File: src/verilog/spu_regs.svh
// Register offsets, reset values, shift-register start values and timing counts of the serial port
`ifndef SPU_REGS_SVH
`define SPU_REGS_SVH
`define SPU_OFF_CTRL 12'h000
`define SPU_OFF_BUF 12'h004
`define SPU_OFF_BAUD 12'h008
`define SPU_OFF_RATE 12'h00c
`define SPU_CTRL_RST 8'h00
`define SPU_BAUD_RST 8'h00
`define SPU_RELOAD_RST 10'h3d9
`define SPU_TH1_RST 8'h00
`define SPU_RX_INIT_ASYNC 9'h1ff
`define SPU_RX_INIT_SYNC 8'hfe
`define SPU_PHASES 4'hc
`define SPU_T1_PRESCALE 4'h6
`define SPU_M2_DIV 6'h20
`endif

File: src/verilog/spu_pkg.sv
// Types shared by the serial port design
package spu_pkg;
    // Serial operating modes
    typedef enum logic [1:0] {SPU_M0, SPU_M1, SPU_M2, SPU_M3} spu_mode_e;
    // Control register layout
    typedef struct packed {
        logic modeHigh;
        logic modeLow;
        logic multiprocCheckBit;
        logic receiveEnableBit;
        logic txNinthBit;
        logic rxNinthBit;
        logic txDoneFlag;
        logic rxDoneFlag;
    } spu_ctrl_s;
    // Line pins as seen by the block
    typedef struct packed {
        logic rxdOut;
        logic rxdOe_n;
        logic txdOut;
    } spu_pins_s;
    // Receiver states
    typedef enum logic [1:0] {SPU_RX_IDLE, SPU_RX_FRAME, SPU_RX_HOLD} spu_rx_e;
endpackage : spu_pkg

File: src/verilog/spu_serial_port.sv
// Serial port with shift-register and asynchronous modes behind an APB slave
//
// Chosen here: the register offsets and the APB slave port.
`timescale 1ns/1ns
`include "spu_regs.svh"
// Functional notes
// - Timer mode rate is 2^double/32 of overflows
// - Timer reload rate uses 256 minus reload high
// - Mode 0: eight bits LSB first, osc/6
// - Mode 0 write loads marker, send follows
// - Shift clock low S3-S5, shift at S6P2
// - Mode 0 done flag after final shift
// - Mode 0 receive starts on enable, flag clear
// - Mode 0 receive samples at S5P2, shifts left
// - Mode 0 receive loads buffer, sets flag
// - Mode 1 frame: start, eight data, stop
// - Async transmit starts at counter rollover
// - Mode 1 done at tenth rollover
// - Falling edge resets counter, loads 1FF
// - Majority vote of samples seven to nine
// - False start returns to idle
// - Mode 1 load gated by flag and check
// - Modes 2/3 frame carries ninth bit
// - Mode 2 rate osc/32 or osc/16
// - Modes 2/3 write loads tx ninth bit
// - Modes 2/3 done at eleventh rollover
// - Modes 2/3 load gated; resume bit later
// - Stop bit ignored in modes 2/3
// - Mode bits select among four modes
// - Buffer read and write are separate
// - Baud source select: timer or generator
module spu_serial_port #(
    parameter int TIMER_DIV = 6
) (
    input wire logic ref_clk,
    input wire logic rst,
    input wire logic psel,
    input wire logic penable,
    input wire logic pwrite,
    input wire logic [11:0] paddr,
    input wire logic [31:0] pwdata,
    output logic [31:0] prdata,
    output logic pready,
    output logic pslverr,
    input wire logic rxdIn,
    output spu_pkg::spu_pins_s pins
);
    import spu_pkg::*;

    // Registers and synchronisers
    spu_ctrl_s ctrl, next_ctrl; // Control and status
    logic [7:0] rxBuf, next_rxBuf; // Receive side of the buffer
    logic doubleRateBit, next_doubleRateBit;
    logic baudGenSelect, next_baudGenSelect;
    logic [7:0] timer1ReloadHigh, next_timer1ReloadHigh;
    logic [9:0] genReload, next_genReload;
    logic rxMeta, rxSync; // Two-stage pin synchroniser
    logic [31:0] next_prdata;
    logic next_pready, next_pslverr;
    spu_pins_s next_pins;

    // Machine-cycle phase counter: 12 phases per cycle gives osc/6 with one ref_clk (half an osc) per phase
    logic [3:0] phase, next_phase;
    // Baud-rate sources
    logic [7:0] t1Cnt, next_t1Cnt;
    logic [3:0] t1Pre, next_t1Pre;
    logic [9:0] genCnt, next_genCnt;
    logic [5:0] m2Cnt, next_m2Cnt;
    logic halfTog, next_halfTog; // Divide-by-2 when double rate is off
    // Tick at 16x the bit rate
    logic tick16;
    // Transmit side
    logic [3:0] txDiv, next_txDiv;
    logic [8:0] txShift, next_txShift;
    logic txReq, next_txReq;
    logic txSend, next_txSend;
    logic txData, next_txData;
    logic [3:0] txWait, next_txWait;
    // Receive side
    spu_rx_e rxState, next_rxState;
    logic [3:0] rxDiv, next_rxDiv;
    logic [8:0] rxShift, next_rxShift;
    logic [2:0] votes, next_votes;
    logic rxPrev, next_rxPrev;
    logic rxFirst, next_rxFirst;
    logic m0Rx, next_m0Rx;
    logic [3:0] m0Cnt, next_m0Cnt;
    logic m0Arm, next_m0Arm;

    spu_mode_e mode;
    logic apbWr, apbRd, bufWrite, sampleBit;
    assign mode = spu_mode_e'({ctrl.modeHigh, ctrl.modeLow});
    assign apbWr = psel && penable && pwrite && !pready;
    assign apbRd = psel && penable && !pwrite && !pready;
    assign bufWrite = apbWr && (paddr == `SPU_OFF_BUF);
    assign sampleBit = (votes[0] & votes[1]) | (votes[0] & votes[2])
        | (votes[1] & votes[2]);

    // Baud tick selection; each source already carries the x16 factor
    always_comb begin
        next_phase = (phase == `SPU_PHASES - 4'h1) ? 4'h0 : phase + 4'h1;
        next_t1Pre = t1Pre;
        next_t1Cnt = t1Cnt;
        next_genCnt = genCnt + 10'h001;
        next_m2Cnt = m2Cnt + 6'h01;
        next_halfTog = halfTog;
        tick16 = 1'b0;
        // Timer 1 in auto-reload, counting osc/6; one osc period is two ref_clk
        if (t1Pre == 4'(2 * TIMER_DIV - 1)) begin
            next_t1Pre = 4'h0;
            next_t1Cnt = (t1Cnt == 8'hff) ? timer1ReloadHigh : t1Cnt + 8'h01;
        end else begin
            next_t1Pre = t1Pre + 4'h1;
        end
        if (genCnt == 10'h3ff) begin
            next_genCnt = genReload;
        end
        if (mode == SPU_M2) begin
            // Osc/32 rate means tick each 2 osc (4 ref_clk), osc/16 each osc
            tick16 = doubleRateBit ? m2Cnt[0] : (m2Cnt[1:0] == 2'b11);
        end else if (mode != SPU_M0) begin
            // Overflow from timer or generator, halved unless double rate
            if (baudGenSelect ? (genCnt == 10'h3ff)
                : (t1Pre == 4'(2 * TIMER_DIV - 1) && t1Cnt == 8'hff)) begin
                next_halfTog = !halfTog;
                tick16 = doubleRateBit || halfTog;
            end
        end
    end

    always_ff @(posedge ref_clk) begin
        if (rst) begin
            phase <= 4'h0;
            t1Pre <= 4'h0;
            t1Cnt <= 8'h00;
            genCnt <= 10'h000;
            m2Cnt <= 6'h00;
            halfTog <= 1'b0;
        end else begin
            phase <= next_phase;
            t1Pre <= next_t1Pre;
            t1Cnt <= next_t1Cnt;
            genCnt <= next_genCnt;
            m2Cnt <= next_m2Cnt;
            halfTog <= next_halfTog;
        end
    end

    // Pin synchroniser; first stage feeds only the second
    always_ff @(posedge ref_clk) begin
        if (rst) begin
            rxMeta <= 1'b1;
            rxSync <= 1'b1;
        end else begin
            rxMeta <= rxdIn;
            rxSync <= rxMeta;
        end
    end

    // Transmitter, receiver, registers and bus answer
    always_comb begin
        next_ctrl = ctrl;
        next_rxBuf = rxBuf;
        next_doubleRateBit = doubleRateBit;
        next_baudGenSelect = baudGenSelect;
        next_timer1ReloadHigh = timer1ReloadHigh;
        next_genReload = genReload;
        next_txDiv = txDiv;
        next_txShift = txShift;
        next_txReq = txReq;
        next_txSend = txSend;
        next_txData = txData;
        next_txWait = txWait;
        next_rxState = rxState;
        next_rxDiv = rxDiv;
        next_rxShift = rxShift;
        next_votes = votes;
        next_rxPrev = rxSync;
        next_rxFirst = rxFirst;
        next_m0Rx = m0Rx;
        next_m0Cnt = m0Cnt;
        next_m0Arm = m0Arm;
        next_pins = pins;
        next_prdata = 32'h0000_0000;
        next_pready = 1'b0;
        next_pslverr = 1'b0;

        // Transmitter
        if (mode == SPU_M0) begin
            // Phase 10 stands for S6P2, phase 0 for S1P1
            if (txReq && phase == 4'ha) begin
                next_txReq = 1'b0;
                next_txSend = 1'b1;
            end else if (txSend && phase == 4'ha) begin
                next_txShift = {1'b0, txShift[8:1]};
                if (txShift[8:1] == 8'h01) begin
                    next_txData = 1'b1; // Final shift done
                end
            end
            if (txData && phase == 4'h0) begin
                next_txSend = 1'b0;
                next_txData = 1'b0;
                next_ctrl.txDoneFlag = 1'b1;
            end
        end else if (tick16) begin
            next_txDiv = txDiv + 4'h1;
            if (txDiv == 4'hf) begin
                // Bit boundaries follow the free-running divider
                if (txReq) begin
                    next_txReq = 1'b0;
                    next_txSend = 1'b1;
                    next_txWait = 4'h0;
                end else if (txSend) begin
                    next_txWait = txWait + 4'h1;
                    if (!txData) begin
                        next_txData = 1'b1;
                    end else begin
                        next_txShift = {(txWait == 4'h1) && mode != SPU_M1, txShift[8:1]};
                    end
                    if (txWait == ((mode == SPU_M1) ? 4'h8 : 4'h9)) begin
                        next_txSend = 1'b0;
                        next_txData = 1'b0;
                        next_ctrl.txDoneFlag = 1'b1;
                    end
                end
            end
        end

        // Line drive
        if (mode == SPU_M0) begin
            next_pins.rxdOut = txSend ? txShift[0] : 1'b1;
            next_pins.rxdOe_n = !txSend;
            // Shift clock: low in phases 4..9 (S3..S5)
            next_pins.txdOut = !((txSend || m0Rx) && phase >= 4'h4 && phase < 4'ha);
        end else begin
            next_pins.rxdOe_n = 1'b1;
            next_pins.rxdOut = 1'b1;
            next_pins.txdOut = !txSend ? 1'b1 : (txData ? txShift[0] : 1'b0);
        end

        // Receiver
        if (mode == SPU_M0) begin
            next_rxState = SPU_RX_IDLE;
            if (!m0Rx && !m0Arm && ctrl.receiveEnableBit && !ctrl.rxDoneFlag) begin
                next_m0Arm = 1'b1;
            end
            if (m0Arm && phase == 4'ha) begin
                next_m0Arm = 1'b0;
                next_m0Rx = 1'b1;
                next_m0Cnt = 4'h0;
                next_rxShift = {1'b1, `SPU_RX_INIT_SYNC};
            end else if (m0Rx && phase == 4'ha) begin
                next_rxShift = {rxShift[7:0], rxPrev};
                next_m0Cnt = m0Cnt + 4'h1;
                if (m0Cnt == 4'h7) begin
                    // First bit in sits furthest left; reverse so it lands as LSB
                    next_rxBuf = {rxPrev, rxShift[0], rxShift[1], rxShift[2], rxShift[3],
                        rxShift[4], rxShift[5], rxShift[6]};
                end
            end
            if (m0Rx && m0Cnt == 4'h8 && phase == 4'h0) begin
                next_m0Rx = 1'b0;
                next_ctrl.rxDoneFlag = 1'b1;
            end
            // RxD level at S5P2 stands in rxPrev for the S6P2 shift
            next_rxPrev = (phase == 4'h9) ? rxSync : rxPrev;
        end else begin
            next_m0Rx = 1'b0;
            next_m0Arm = 1'b0;
            case (rxState)
                SPU_RX_IDLE: begin
                    if (ctrl.receiveEnableBit && rxPrev && !rxSync) begin
                        next_rxDiv = 4'h0;
                        next_rxShift = `SPU_RX_INIT_ASYNC;
                        next_rxFirst = 1'b1;
                        next_rxState = SPU_RX_FRAME;
                    end
                end
                SPU_RX_FRAME, SPU_RX_HOLD: begin
                    if (tick16) begin
                        next_rxDiv = rxDiv + 4'h1;
                        if (rxDiv >= 4'h6 && rxDiv <= 4'h8) begin
                            next_votes = {votes[1:0], rxSync};
                        end
                        // Rearm one bit time after the final shift, mid stop bit,
                        // so a low stop bit cannot pose as a new start edge
                        if (rxDiv == 4'h9 && rxState == SPU_RX_HOLD) begin
                            next_rxState = SPU_RX_IDLE;
                        end else if (rxDiv == 4'h9) begin
                            next_rxFirst = 1'b0;
                            if (rxFirst && sampleBit) begin
                                next_rxState = SPU_RX_IDLE;
                            end else if (!rxShift[0] && rxState == SPU_RX_FRAME) begin
                                // Start bit at rightmost (bit 0): final shift, gated load
                                if (!ctrl.rxDoneFlag && (!ctrl.multiprocCheckBit || sampleBit)) begin
                                    next_rxBuf = rxShift[8:1];
                                    next_ctrl.rxNinthBit = sampleBit;
                                    next_ctrl.rxDoneFlag = 1'b1;
                                end
                                // Modes 2/3 wait until mid stop bit before rearming
                                next_rxState = (mode == SPU_M1) ? SPU_RX_IDLE : SPU_RX_HOLD;
                            end else if (rxState == SPU_RX_FRAME) begin
                                next_rxShift = {sampleBit, rxShift[8:1]};
                            end
                        end
                    end
                end
                default: next_rxState = SPU_RX_IDLE;
            endcase
        end

        // APB slave: one wait state, writes land at the access edge
        if (psel && penable && !pready) begin
            next_pready = 1'b1;
            if (pwrite) begin
                case (paddr)
                    `SPU_OFF_CTRL: next_ctrl = spu_ctrl_s'(pwdata[7:0]);
                    `SPU_OFF_BUF: begin
                        next_txShift = {(mode == SPU_M0) ? 1'b1 : ctrl.txNinthBit,
                            pwdata[7:0]};
                        next_txReq = 1'b1;
                        next_txSend = 1'b0;
                        next_txData = 1'b0;
                    end
                    `SPU_OFF_BAUD: begin
                        next_doubleRateBit = pwdata[0];
                        next_baudGenSelect = pwdata[1];
                    end
                    `SPU_OFF_RATE: begin
                        next_timer1ReloadHigh = pwdata[7:0];
                        next_genReload = pwdata[25:16];
                    end
                    default: next_pslverr = 1'b1;
                endcase
            end else begin
                case (paddr)
                    `SPU_OFF_CTRL: next_prdata = {24'h000000, ctrl};
                    `SPU_OFF_BUF: next_prdata = {24'h000000, rxBuf};
                    `SPU_OFF_BAUD: next_prdata = {30'h0, baudGenSelect, doubleRateBit};
                    `SPU_OFF_RATE: next_prdata = {6'h00, genReload, 8'h00, timer1ReloadHigh};
                    default: next_pslverr = 1'b1;
                endcase
            end
        end
    end

    always_ff @(posedge ref_clk) begin
        if (rst) begin
            ctrl <= spu_ctrl_s'(`SPU_CTRL_RST);
            rxBuf <= 8'h00;
            doubleRateBit <= 1'b0;
            baudGenSelect <= 1'b0;
            timer1ReloadHigh <= `SPU_TH1_RST;
            genReload <= `SPU_RELOAD_RST;
            txDiv <= 4'h0;
            txShift <= 9'h000;
            txReq <= 1'b0;
            txSend <= 1'b0;
            txData <= 1'b0;
            txWait <= 4'h0;
            rxState <= SPU_RX_IDLE;
            rxDiv <= 4'h0;
            rxShift <= 9'h1ff;
            votes <= 3'h7;
            rxPrev <= 1'b1;
            rxFirst <= 1'b0;
            m0Rx <= 1'b0;
            m0Cnt <= 4'h0;
            m0Arm <= 1'b0;
            pins <= '{rxdOut: 1'b1, rxdOe_n: 1'b1, txdOut: 1'b1};
            prdata <= 32'h0000_0000;
            pready <= 1'b0;
            pslverr <= 1'b0;
        end else begin
            ctrl <= next_ctrl;
            rxBuf <= next_rxBuf;
            doubleRateBit <= next_doubleRateBit;
            baudGenSelect <= next_baudGenSelect;
            timer1ReloadHigh <= next_timer1ReloadHigh;
            genReload <= next_genReload;
            txDiv <= next_txDiv;
            txShift <= next_txShift;
            txReq <= next_txReq;
            txSend <= next_txSend;
            txData <= next_txData;
            txWait <= next_txWait;
            rxState <= next_rxState;
            rxDiv <= next_rxDiv;
            rxShift <= next_rxShift;
            votes <= next_votes;
            rxPrev <= next_rxPrev;
            rxFirst <= next_rxFirst;
            m0Rx <= next_m0Rx;
            m0Cnt <= next_m0Cnt;
            m0Arm <= next_m0Arm;
            pins <= next_pins;
            prdata <= next_prdata;
            pready <= next_pready;
            pslverr <= next_pslverr;
        end
    end

    // Checks
    chk_apb_answer: assert property (@(posedge ref_clk) disable iff (rst)
        (psel && penable && !pready) |=> pready) else $error("no bus answer");
    chk_async_idle: assert property (@(posedge ref_clk) disable iff (rst)
        (mode != SPU_M0 && !txSend) |=> pins.txdOut || txSend) else $error("idle not high");
    chk_m0_clock: assert property (@(posedge ref_clk) disable iff (rst)
        (mode == SPU_M0 && txSend && phase == 4'h5) |=> !pins.txdOut) else $error("clock high");
    chk_m0_drive: assert property (@(posedge ref_clk) disable iff (rst)
        (mode == SPU_M0 && txSend && !bufWrite) |=> !pins.rxdOe_n) else $error("rxd undriven");
    chk_async_hold: assert property (@(posedge ref_clk) disable iff (rst)
        (rxState == SPU_RX_HOLD) |-> mode != SPU_M1) else $error("hold in mode 1");
    chk_start_load: assert property (@(posedge ref_clk) disable iff (rst)
        (rxState == SPU_RX_IDLE && mode != SPU_M0 && ctrl.receiveEnableBit && rxPrev && !rxSync)
        |=> rxShift == 9'h1ff && rxDiv == 4'h0) else $error("start not loaded");
    chk_tx_req: assert property (@(posedge ref_clk) disable iff (rst)
        (bufWrite && mode != SPU_M0) |=> txReq && !txSend) else $error("request lost");
    chk_m0_arm: assert property (@(posedge ref_clk) disable iff (rst)
        (m0Arm && phase == 4'ha && mode == SPU_M0) |=> m0Rx && rxShift[7:0] == 8'hfe)
        else $error("mode 0 rx start");
endmodule : spu_serial_port
File: config.mk
export PLATFORM = sky130hd
export DESIGN_NAME = spu_serial_port
export DESIGN_NICKNAME = d
export VERILOG_FILES = /design/src/verilog/spu_pkg.sv /design/src/verilog/spu_serial_port.sv
export VERILOG_INCLUDE_DIRS = /design/src /design/src/verilog
export SDC_FILE = /design/constraint.sdc
export NUM_CORES = 1
export LEC_CHECK = 0
export BUFFER_PORTS_ARGS = -buffer_cell sky130_fd_sc_hd__buf_2
export CAP_MARGIN = 20
export CORE_MARGIN = 10
export CORE_UTILIZATION = 45
export CTS_CLUSTER_SIZE = 16
export DETAILED_ROUTE_END_ITERATION = 7
export GPL_TIMING_DRIVEN = 0
export PLACE_DENSITY = 0.66
export SLEW_MARGIN = 15
export SYNTH_ARGS = -nofsm -noshare
export SYNTH_HDL_FRONTEND = slang
export SYNTH_SLANG_ARGS = --single-unit
File: constraint.sdc
create_clock -name ref_clk -period 4.7 [get_ports ref_clk]
set_clock_uncertainty 0.2 [all_clocks]
set_input_delay 0.47 -clock ref_clk [delete_from_list [all_inputs] [get_ports ref_clk]]
set_output_delay 0.47 -clock ref_clk [all_outputs]
set_load 0.02 [all_outputs]
==> out/qor.yml <==
place:
  dpl-instance-area_mm2: 0.00727
  dp_hpwl_um: 13400
  portBuffers: 57
  gp_congestion: 0.863
global_routing:
  antenna_found_initial: 0
  grt_pass1_wl_um: 29700
  grt.overflow.total: 0
  grt_pass1_vias: 5571
  track_usage_pct: 18.2
  grt_max_degree: 17
final_layout:
  fin_util_pct: 53.7
  mostFrequentLayoutCells: "136 x dfxtp_1, 93 x nand2_1, 73 x nor2_1"
  antenna_cells: 0
  layout-drive-gt1-share_pct: 13.3
  final_common_cell: "dfxtp_1"
  syn_to_final_growth_pct: 16.9
  nets: 941
  final_cell_area_mm2: 0.00784
  fillers: 1358
critical_path:
  worstPathArrival_ns: 3.39
  crit_type: "register to register"
  crit_buf_inv: 1
  cp_slowest_cell: "o22ai_1"
  crit_chain: "clkbuf_1, nor2_1, nand2_1, nor2_2, o21ai_1, o22ai_1, o22ai_1"
  cp_common_cell: "o22ai_1"
  start_kind: "register"
  critPathTopFamily: "simple AND/OR/NAND/NOR gates"
  cpPeakStageDelay_ns: 0.61
  endpoint_kind: "register"
  path_max_fanout: 9
  required_ns: 4.78
timing:
  worst_pin_slew_ns: 0.808
  hold_violations: 0
  finalCritPeriodShare_pct: 70.5
  drv_slew: 0
  rsz0062_at_grt: "no"
  setup_violations: 0
  finalSetupTns_ns: 0
  slew-limit-headroom_pct: 46.1
  period_needed_ns: 3.32
  fmax_ghz: 0.302
power_and_ir_drop:
  ir_drop_mv: 0.263
  netSwitchingFraction_pct: 22.8
  comb_power_share_pct: 4.1
  p_sw_mw: 0.584
  clkPwrFrac_pct: 50.1
  p_per_area_mw_per_mm2: 327
  p_leak_nw: 3.06
  power_frac_seq_pct: 45.8
  intPower_mw: 1.98
synth:
  synthDistinctLibCells: 73
  synth-seq-cells: 136
  synth_area_leaders: "dfxtp_1 41%, nand2_1 5.2%, mux2i_1 5.1%"
  synth_seq_area_share_pct: 40.6
  synth-main-ff-cell: "dfxtp_1"
  netlist_area_mm2: 0.00671
  synth_edf_count: 0
  avgSynthCellArea_um2: 8.55
  synthCells: 784
  synth.top_cell.area_share_pct: 40.6
  yosysTopAreaCell: "dfxtp_1"
  yosysWarningCount: 0
  synth_async_sr_flop_share_pct: 0
cts:
  cts_hold_buf: 0
  cts_buffers: 17
  htree_levels: 4
  ctsLongestPathBuffers: 2
  clock-root-buffer: "clkbuf_16"
  clk_latency_ns: 0.43
  cts.sinks: 136
  cts_resized: 0
  cts_setup_buffers: 0
  cts_tree: "built"
  path_clk_slew_ns: 0.06
drt:
  vias: 6006
  vias_per_cell: 5.61
  drc_errors: 0
  met1Wirelength_um: 8290
  drtPass1Iterations: 5
  met2_length_um: 8350
  wire_per_inst_um: 17.1
  top_layer: "met4"
  dr.first_iter.drc_count: 608
  met3_length_um: 1360
  finalWirelength_um: 18300
  ant_nets: 0
worst_hold_path:
  worstHoldPathType: "input port to register"
die:
  fp.coreArea_mm2: 0.0146
  die_h_um: 142
  dieArea_mm2: 0.0202
  io_pins: 87
  die_w_um: 142
  start_util_pct: 46.0
  rows: 44
run_status:
  status: "completed"
run:
  drv_cap: 0
## per-stage QoR
| step | setup slack, ns | power (mW) | std cells | hold WS [ns] |
|---|---|---|---|---|
| detailed placement | 1.46 | 1.30 | 1038 | 0.200 |
| finish | 1.38 | 2.56 | 1070 | 0.0257 |
| floorplan | 2.10 | 1.26 | 797 | 0.189 |
| global placement | 1.46 | 1.30 | 1038 | 0.194 |
| CTS | 1.43 | 2.58 | 1070 | 0.0192 |
| global route | 1.15 | 2.64 | 1070 | 0.0282 |
## power groups by stage
stage               clock network, mW  logic [mW]  registers [mW]
floorplan                           0      0.0641            1.20
global placement                    0       0.104            1.20
detailed placement                  0       0.104            1.20
CTS                              1.30       0.105            1.17
global route                     1.35       0.116            1.17
finish                           1.28       0.105            1.17
## sequential cells by signal (all words and copies together) (netlist names), 2 cells and up
| signal | flops |
|---|---|
| phase | 4 |
| genCnt | 10 |
| m0Cnt | 4 |
| t1Cnt | 8 |
| prdata | 18 |
| t1Pre | 4 |
| votes | 3 |
| m2Cnt | 2 |
| ctrl | 8 |
| rxBuf | 8 |
| timer1ReloadHigh | 8 |
| txShift | 9 |
| rxState | 2 |
| rxShift | 9 |
| txDiv | 4 |
| genReload | 10 |
| txWait | 4 |
| pins | 3 |
| rxDiv | 4 |
## layer usage
metal	vias up	global-route usage [%]
li1	2961	-
met1	2829	24.2
met2	190	28.1
met3	26	4.71
met4	0	5.54
met5	-	0
## cells in the mapped netlist (3+ instances only)
| library cell | instances |
|---|---|
| a31oi_1 | 5 |
| and2_1 | 16 |
| or3_1 | 13 |
| nand3_1 | 26 |
| a211oi_1 | 28 |
| or2_2 | 4 |
| a211o_1 | 7 |
| o32a_1 | 7 |
| nand3b_1 | 10 |
| clkbuf_1 | 37 |
| nor2_1 | 73 |
| buf_2 | 3 |
| or4_1 | 3 |
| nand2_1 | 93 |
| xor2_1 | 8 |
| inv_1 | 20 |
| nor2b_1 | 10 |
| nor4_1 | 7 |
| o21ai_0 | 13 |
| ha_1 | 18 |
| buf_4 | 14 |
| a21boi_0 | 5 |
| a21oi_1 | 54 |
| nor3_1 | 12 |
| nor3b_1 | 12 |
| a311oi_1 | 4 |
| xnor2_1 | 8 |
| o31a_1 | 9 |
| nand4_1 | 9 |
| nand2b_1 | 16 |
| o22ai_1 | 12 |
| and3_1 | 7 |
| dfxtp_1 | 136 |
| mux2i_1 | 34 |
| o31ai_1 | 3 |
## worst paths after layout
check	slack, ns	startpoint	to	cells after the start
worst max-delay path	1.38	ctrl[7]	rxBuf[6]	7
worst min-delay path	0.03	rxdIn	rxMeta	2
worst max register to register	1.38	ctrl[7]	rxBuf[6]	7
worst min register to register	0.21	rxMeta	rxSync	1
## cell type report
| class | instances | area (um2) | share of cell area (%) |
|---|---|---|---|
| multi-input combinational | 584 | 3680 | 46.9 |
| sequential | 136 | 2720 | 34.7 |
| clock buffer | 23 | 478 | 6.10 |
| timing repair buffer | 57 | 285 | 3.64 |
| buffer | 57 | 278 | 3.54 |
| tap | 184 | 230 | 2.94 |
| clock inverter | 9 | 90.1 | 1.15 |
| inverter | 20 | 75.1 | 0.958 |
## cell families (layout without fill, tap and decap cells)
logic type,after synthesis,count (layout),share of synthesized area (%)
other,1,14,0.0559
adder cells (fa/ha/maj),19,19,3.51
AO/OA/AOI/OAI,172,172,17.8
multiplexers,38,38,6.08
flip-flops,136,136,40.6
AND/OR/NAND/NOR,325,325,24.6
XOR/XNOR,16,16,2.09
buffers and inverters,77,166,5.26
## worst register-to-register path, cell delays in order, from the launching register on
cell and delay, ns:
dfxtp_1 0.30, clkbuf_1 0.24, nor2_1 0.61, nand2_1 0.31, nor2_2 0.42, o21ai_1 0.32, o22ai_1 0.61, o22ai_1 0.17
Power figures use the tool's default switching activity.
